--- config.mk ---
export PLATFORM = sky130hd
export DESIGN_NAME = gcx_pin_bank
export DESIGN_NICKNAME = d
export VERILOG_FILES = /design/src/gcx_pin_bank.v /design/src/gcx_pin_cell.v
export VERILOG_INCLUDE_DIRS = /design/src
export SDC_FILE = /design/constraint.sdc
export NUM_CORES = 1
export LEC_CHECK = 0
export ABC_AREA = 1
export ABC_CLOCK_PERIOD_IN_PS = 910
export BUFFER_PORTS_ARGS = -buffer_cell sky130_fd_sc_hd__buf_2
export CAP_MARGIN = 20
export CORE_UTILIZATION = 45
export DETAILED_ROUTE_END_ITERATION = 12
export GPL_TIMING_DRIVEN = 0
export PLACE_DENSITY_LB_ADDON = 0.3
export SLEW_MARGIN = 20
export SYNTH_ARGS = -nofsm -noshare
export SYNTH_HDL_FRONTEND = slang
export SYNTH_SLANG_ARGS = --single-unit
--- constraint.sdc ---
create_clock -name clk_sys -period 0.91 [get_ports clk_sys]
set_input_delay 0.1365 -clock clk_sys [delete_from_list [all_inputs] [get_ports clk_sys]]
set_output_delay 0.1365 -clock clk_sys [all_outputs]
set_load 0.1 [all_outputs]
--- src/gcx_consts.vh ---
// Constants for the general-purpose pin bank with coexistence pin functions.
`ifndef GCX_CONSTS_VH
`define GCX_CONSTS_VH
`define GCX_NUM_PINS 5
`define GCX_PULL_NONE 2'h0
`define GCX_PULL_UP 2'h1
`define GCX_PULL_DOWN 2'h2
`define GCX_COEX_OFF 2'h0
`define GCX_COEX_2W 2'h1
`define GCX_COEX_3W 2'h2
`define GCX_COEX_4W 2'h3
`define GCX_PIN_WAKE 0
`define GCX_PIN_1 1
`define GCX_PIN_2 2
`define GCX_PIN_3 3
`define GCX_PIN_4 4
`define GCX_DIR_RST 5'h00
`define GCX_PULL_RST 10'h000
`endif

--- src/gcx_pin_bank.v ---
// Five-pin general-purpose bank with selectable coexistence pin roles.
`timescale 1ns/1ps
`include "gcx_consts.vh"
module gcx_pin_bank (
    clk_sys,
    rstn,
    pin_dir_out,
    pin_out_val,
    pin_pull_sel,
    host_wake_en,
    host_wake_out,
    coex_mode,
    coex_serial_out,
    coex_priority,
    pin_i,
    pin_o,
    pin_oe,
    pin_pull_up,
    pin_pull_dn,
    pin_in_val,
    coex_serial_in,
    peer_receive_active,
    peer_transmit_active,
    peer_frame_sync,
    coex_mode_active
);
    input wire clk_sys;
    input wire rstn;
    input wire [4:0] pin_dir_out;
    input wire [4:0] pin_out_val;
    input wire [9:0] pin_pull_sel;
    input wire host_wake_en;
    input wire host_wake_out;
    input wire [1:0] coex_mode;
    input wire coex_serial_out;
    input wire coex_priority;
    input wire [4:0] pin_i;
    output wire [4:0] pin_o;
    output wire [4:0] pin_oe;
    output wire [4:0] pin_pull_up;
    output wire [4:0] pin_pull_dn;
    output wire [4:0] pin_in_val;
    output reg coex_serial_in;
    output reg peer_receive_active;
    output reg peer_transmit_active;
    output reg peer_frame_sync;
    output reg [1:0] coex_mode_active;

    reg [4:0] drv_en;
    reg [4:0] drv_val;
    reg [4:0] claim_out;
    reg [4:0] claim_in;
    reg [4:0] role_val;
    reg [3:0] role_in_nxt;
    genvar g;

    // Bit positions of the peer roles inside role_in_nxt.
    localparam ROLE_SERIAL = 3;
    localparam ROLE_SYNC = 2;
    localparam ROLE_RX = 1;
    localparam ROLE_TX = 0;

    // Pins that the coexistence mode drives as outputs.
    function [4:0] mode_out_mask;
        input [1:0] mode;
        begin
            case (mode)
                `GCX_COEX_2W: begin
                    mode_out_mask = 5'h01 << `GCX_PIN_1;
                end
                `GCX_COEX_3W: begin
                    mode_out_mask = 5'h01 << `GCX_PIN_2;
                end
                `GCX_COEX_4W: begin
                    mode_out_mask = 5'h01 << `GCX_PIN_1;
                end
                default: begin
                    mode_out_mask = 5'h00;
                end
            endcase
        end
    endfunction

    // Pins that the coexistence mode holds as inputs from the peer.
    function [4:0] mode_in_mask;
        input [1:0] mode;
        begin
            case (mode)
                `GCX_COEX_2W: begin
                    mode_in_mask = 5'h01 << `GCX_PIN_2;
                end
                `GCX_COEX_3W: begin
                    mode_in_mask = (5'h01 << `GCX_PIN_3) | (5'h01 << `GCX_PIN_4);
                end
                `GCX_COEX_4W: begin
                    mode_in_mask = (5'h01 << `GCX_PIN_2) | (5'h01 << `GCX_PIN_3) |
                        (5'h01 << `GCX_PIN_4);
                end
                default: begin
                    mode_in_mask = 5'h00;
                end
            endcase
        end
    endfunction

    // Levels that the coexistence mode puts on the pins it drives.
    function [4:0] mode_out_val;
        input [1:0] mode;
        input serial;
        input prio;
        begin
            mode_out_val = 5'h00;
            case (mode)
                `GCX_COEX_2W: begin
                    mode_out_val[`GCX_PIN_1] = serial;
                end
                `GCX_COEX_3W: begin
                    mode_out_val[`GCX_PIN_2] = prio;
                end
                `GCX_COEX_4W: begin
                    mode_out_val[`GCX_PIN_1] = prio;
                end
                default: begin
                    mode_out_val = 5'h00;
                end
            endcase
        end
    endfunction

    // Peer roles seen on the pins, zero unless the mode gives the pin that role.
    function [3:0] mode_role_in;
        input [1:0] mode;
        input [4:0] lvl;
        begin
            mode_role_in = 4'h0;
            case (mode)
                `GCX_COEX_2W: begin
                    mode_role_in[ROLE_SERIAL] = lvl[`GCX_PIN_2];
                end
                `GCX_COEX_3W: begin
                    mode_role_in[ROLE_RX] = lvl[`GCX_PIN_3];
                    mode_role_in[ROLE_TX] = lvl[`GCX_PIN_4];
                end
                `GCX_COEX_4W: begin
                    mode_role_in[ROLE_SYNC] = lvl[`GCX_PIN_2];
                    mode_role_in[ROLE_RX] = lvl[`GCX_PIN_3];
                    mode_role_in[ROLE_TX] = lvl[`GCX_PIN_4];
                end
                default: begin
                    mode_role_in = 4'h0;
                end
            endcase
        end
    endfunction

    // Pin directions: mode inputs released, mode outputs and the wake pin driven.
    always @* begin
        claim_out = mode_out_mask(coex_mode);
        claim_in = mode_in_mask(coex_mode);
        drv_en = pin_dir_out;
        drv_en = drv_en & ~claim_in;
        drv_en = drv_en | claim_out;
        if (host_wake_en) begin
            drv_en[`GCX_PIN_WAKE] = 1'b1;
        end
    end

    // Pin levels: plain values, overridden by mode roles and the wake level.
    always @* begin
        role_val = mode_out_val(coex_mode, coex_serial_out, coex_priority);
        drv_val = pin_out_val;
        drv_val = drv_val & ~claim_out;
        drv_val = drv_val | (role_val & claim_out);
        if (host_wake_en) begin
            drv_val[`GCX_PIN_WAKE] = host_wake_out;
        end
    end

    // Peer role inputs, zero outside the mode that owns them.
    always @* begin
        role_in_nxt = mode_role_in(coex_mode, pin_i);
    end

    generate
        for (g = 0; g < `GCX_NUM_PINS; g = g + 1) begin : cells
            gcx_pin_cell u_cell (
                .clk_sys(clk_sys),
                .rstn(rstn),
                .drive_en(drv_en[g]),
                .drive_val(drv_val[g]),
                .pull_sel(pin_pull_sel[2*g+1:2*g]),
                .pin_i(pin_i[g]),
                .pin_o(pin_o[g]),
                .pin_oe(pin_oe[g]),
                .pull_up_en(pin_pull_up[g]),
                .pull_dn_en(pin_pull_dn[g]),
                .in_val(pin_in_val[g])
            );
        end
    endgenerate

    // Coexistence inputs from the peer, gated by the active mode.
    always @(posedge clk_sys or negedge rstn) begin
        if (!rstn) begin
            coex_serial_in <= 1'b0;
            peer_receive_active <= 1'b0;
            peer_transmit_active <= 1'b0;
            peer_frame_sync <= 1'b0;
            coex_mode_active <= `GCX_COEX_OFF;
        end else begin
            coex_mode_active <= coex_mode;
            coex_serial_in <= role_in_nxt[ROLE_SERIAL];
            peer_frame_sync <= role_in_nxt[ROLE_SYNC];
            peer_receive_active <= role_in_nxt[ROLE_RX];
            peer_transmit_active <= role_in_nxt[ROLE_TX];
        end
    end
endmodule

--- src/gcx_pin_cell.v ---
// One pin cell: drive enable, pull selection and input capture.
`timescale 1ns/1ps
`include "gcx_consts.vh"
module gcx_pin_cell (
    clk_sys,
    rstn,
    drive_en,
    drive_val,
    pull_sel,
    pin_i,
    pin_o,
    pin_oe,
    pull_up_en,
    pull_dn_en,
    in_val
);
    input wire clk_sys;
    input wire rstn;
    input wire drive_en;
    input wire drive_val;
    input wire [1:0] pull_sel;
    input wire pin_i;
    output reg pin_o;
    output reg pin_oe;
    output reg pull_up_en;
    output reg pull_dn_en;
    output reg in_val;

    // Registered so every output comes from a flip-flop; reset leaves the pin floating.
    always @(posedge clk_sys or negedge rstn) begin
        if (!rstn) begin
            pin_o <= 1'b0;
            pin_oe <= 1'b0;
            pull_up_en <= 1'b0;
            pull_dn_en <= 1'b0;
            in_val <= 1'b0;
        end else begin
            pin_o <= drive_val;
            pin_oe <= drive_en;
            pull_up_en <= (pull_sel == `GCX_PULL_UP);
            pull_dn_en <= (pull_sel == `GCX_PULL_DOWN);
            in_val <= pin_i;
        end
    end
endmodule

======== After elaboration in Yosys (flattened, before gate mapping) ========
Cells that the tools add are included.
operators by class
  reduce and logical (&&, ||, !) cells .... 2
  bitwise logic cells ..................... 7
  muxes and demuxes ....................... 9
  equality and inequality tests ........... 13
operator list
  cell                number
  $pmux 5 s3          1
  $eq 2x2->1 const B  7
  $eq 2x1->1 const B  6
  $and 5x5->5         2
  $not 5->5           2
  $or 5x5->5          2
  $pmux 3 s2          1
  $and 3x5->5         1
  $mux 1              5
  $reduce_or 2->1     2
  $mux 2              1
  $pmux 1 s2          1
word-level totals
  output and inout port bits .............. 31
  register bits after elaboration ......... 31

======== Logic depth before layout (Yosys ltp) ========
  word-level depth ........................ 7
  depth in mapped cells ................... 4

======== By module ========
Synthesis repeated with hierarchy kept, for this count alone.
second synthesis, totals
  cells, all modules ...................... 80
  area total of the unflattened synthesis .. 991.0 sq um
by module, submodules not included
  module        area an instance (sq um)  times used  cells each
  gcx_pin_cell  140.1                     5           9
  gcx_pin_bank  290.3                     1           35

======== Worst setup path after synthesis ========
OpenSTA, ideal clock, no wires.
  path kind ............................... register to output
  start point ............................. register coex_mode_active[0]
  end point ............................... output coex_mode_active[0]
  data required time ...................... 0.774 ns
  path buffers ............................ 0
  setup slack ............................. -0.110 ns
  stages on the path, launching flop included .. 1
  arrival ................................. 0.883 ns
  path through ............................ dfrtp_1
RTL lines
  element                 RTL line            source
  from (decl)             gcx_pin_bank.v:47   output reg [1:0] coex_mode_active;
  from (signal assigned)  gcx_pin_bank.v:209  coex_mode_active <= `GCX_COEX_OFF;
  from (signal assigned)  gcx_pin_bank.v:211  coex_mode_active <= coex_mode;
No word-level cell between the ends.

======== Final worst setup path ========
  start point ............................. register cells[4].u_cell.pin_oe
  end point ............................... output pin_oe[4]
RTL lines
  element                 RTL line           source
  from (decl)             gcx_pin_cell.v:24  output reg pin_oe;
  from (signal assigned)  gcx_pin_cell.v:39  pin_oe <= drive_en;
  to (decl)               gcx_pin_bank.v:39  output wire [4:0] pin_oe;
No word-level cell between the ends.

==> run metrics <==
DIE WIDTH ~53 um; TritonCTS Buffers 5; simple-gate share of the synthesized area 0.111; Clock transition at path regs 0.09 ns; root buffer cell clkbuf_4; Routed wire per std cell 12.5 um; crit-path max FO 1; slowest stage cell, crit path dfrtp_1; Cells after Synth 105; sequential share of the synthesized area 0.658; vias after detailed routing 903; layout cells sized above 1 0.475; XOR/XNOR Fraction of Synth Area 0; Fin. Hold Viols 0; Synth Area in Compound Gates 0.00425; core area 2480 um^2; P_leak between 1 and 1.5 nW; crit start category flip-flop; Die Ht ~53 um; leading cell type in the layout, fill and taps excluded buf_2; # setup viols final 31; post-place setup slack -0.0541 ns; clk sink count 31; DR iter-0 viols 6; routed vias/inst 4.36; io pins 64; highest clock rate approximately 940 MHz; status finished, violations left; global-route wire length before repair 3840 um; Yosys warning total 0; Yosys reg bits 31; Slew HR 0.731; IO Port Bufs between 60 and 70; Synth Area in Adders 0; total grt overflow 0; DRC viols 0; fin crit period 1.06 ns; Die ar. between 2000 and 3000 um^2; P per Cell Area approximately 1800 nW/um^2; worst hold path type primary input to flip-flop; Critical Path AT 0.93 ns; GP Congestion ~0.65; Tot GR Track Use 0.202; Buf/Inv on CP 1; largest family of logic cells by synthesized area buffers and inverters; Max clock buf depth 2; slowest cell delay on critical path 0.42 ns; CTS tree built; RSZ-0062 raised after global routing true; Area Growth Syn to Fin 81.4%; fin crit share 1.17; worst vdd ir 1430 uV; antenna violations before repair 0; Final ANT Viol Nets 0; worst setup path category flip-flop to output port; Syn Area/Cell 11.2 um^2; WP data required ~0.77 ns; number of global-route vias before repair 954; Util after Layout 0.863; failing checks negative setup slack; Synth Net Count 138; PnR worst setup slack -0.155 ns; First-pass DRT Iterations 2; top cell family by delay on the critical path flip-flops; initial core utilization 0.476; maxcap violations 0; pin count of the biggest net entering global routing 32; Netlist cell types 11; CTS H-tree lvls 2; multiplexer share of the synthesized area 0; Final nets 209; most frequent cells in the layout buf_2, dlygate4sd3_1, buf_12, dfrtp_1, inv_1; Worst setup EP type output port; Mapped Area 1180 um^2; placement row count 18; antenna diode count 0; max-slew violation count 0; final wirelength around 2600 um; Detailed Place HPWL about 1400 um; worst slew pin tran around 0.4 ns; crit path cell chain buf_12
Yosys cell counts:
master,instances,area share
dfrtp_1,31,0.66
o21ai_0,1,0.0042
nand3_1,4,0.017
nor3_2,2,0.017
nand2_1,9,0.029
inv_2,2,0.0064
buf_4,25,0.16
nor2_1,12,0.038
or2_2,2,0.011
inv_1,16,0.051
buf_6,1,0.0096
logic make-up after synthesis:
| kind of cell | after synthesis |
|---|---|
| buffers and inverters | 44 |
| DFF | 31 |
| and+or+nand+nor | 29 |
| AOI/OAI and AO/OA | 1 |
per-stage QoR:
step	instances	total power (W)	setup TNS (ns)	area, um^2	hold slack (ns)
final	207	0.00375	-4.15	2140	0.0306
after global placement	198	0.00238	-0.611	1540	0.194
after floorplan	105	0.00221	0	1190	-0.159
after CTS	208	0.00375	-4.65	2120	0.00180
after global routing	207	0.00388	-5.20	2140	0.0244
after detailed placement	198	0.00240	-0.796	1540	0.204
worst paths after layout:
| check | startpoint | to | slack, ns | cells past startpoint |
|---|---|---|---|---|
| worst max-delay path | cells[4].u_cell.pin_oe | pin_oe[4] | -0.15 | 1 |
| min in group asynchronous | rstn | cells[0].u_cell.pin_oe | 0.29 | 2 |
| max in group asynchronous | rstn | coex_serial_in | 0.30 | 2 |
| worst min-delay path | host_wake_en | cells[0].u_cell.pin_oe | 0.03 | 2 |
cell type report:
cell class | count | area, um^2
repair buffers | 89 | 1010
flip-flops and latches | 31 | 783
fillers | 108 | 339
multi-input cells | 30 | 139
inverters | 18 | 70.1
clock buffers | 6 | 51.3
well taps | 30 | 37.5
clock inverters | 2 | 35.0
plain buffers | 1 | 11.3
layer usage:
layer,global-route usage,vias to the layer above,share of wire
li1,-,426,-
met1,0.196,422,0.35
met2,0.359,46,0.56
met3,0.0805,9,0.065
met4,0.114,0,0.031
met5,0,-,0
flip-flops by register name, indices dropped and copies added, names as in the netlist:
register / flops
cells.u_cell.pin_o: 5
coex_serial_in: 1
peer_receive_active: 1
cells.u_cell.pull_dn_en: 5
peer_frame_sync: 1
cells.u_cell.pull_up_en: 5
cells.u_cell.in_val: 5
peer_transmit_active: 1
coex_mode_active: 2
cells.u_cell.pin_oe: 5
repair_timing:
| action | in CTS | in global routing |
|---|---|---|
| resized for setup | 112 | 6 |
| setup buffers | 0 | 1 |
| hold buffers | 27 | 0 |
| setup endpoints to repair | 31 | 64 |
| pin swaps | 0 | 1 |
| endpoints found under the hold margin | 59 | 0 |
power by group:
group | total, W | switching [W] | leakage [nW] | internal [W]
clock network | 0.00110 | 0.000453 | 0.0482 | 0.000649
registers | 0.00151 | 0.0000615 | 0.373 | 0.00145
logic | 0.00113 | 0.000711 | 0.676 | 0.000422
(Power assumes the default switching activity.)
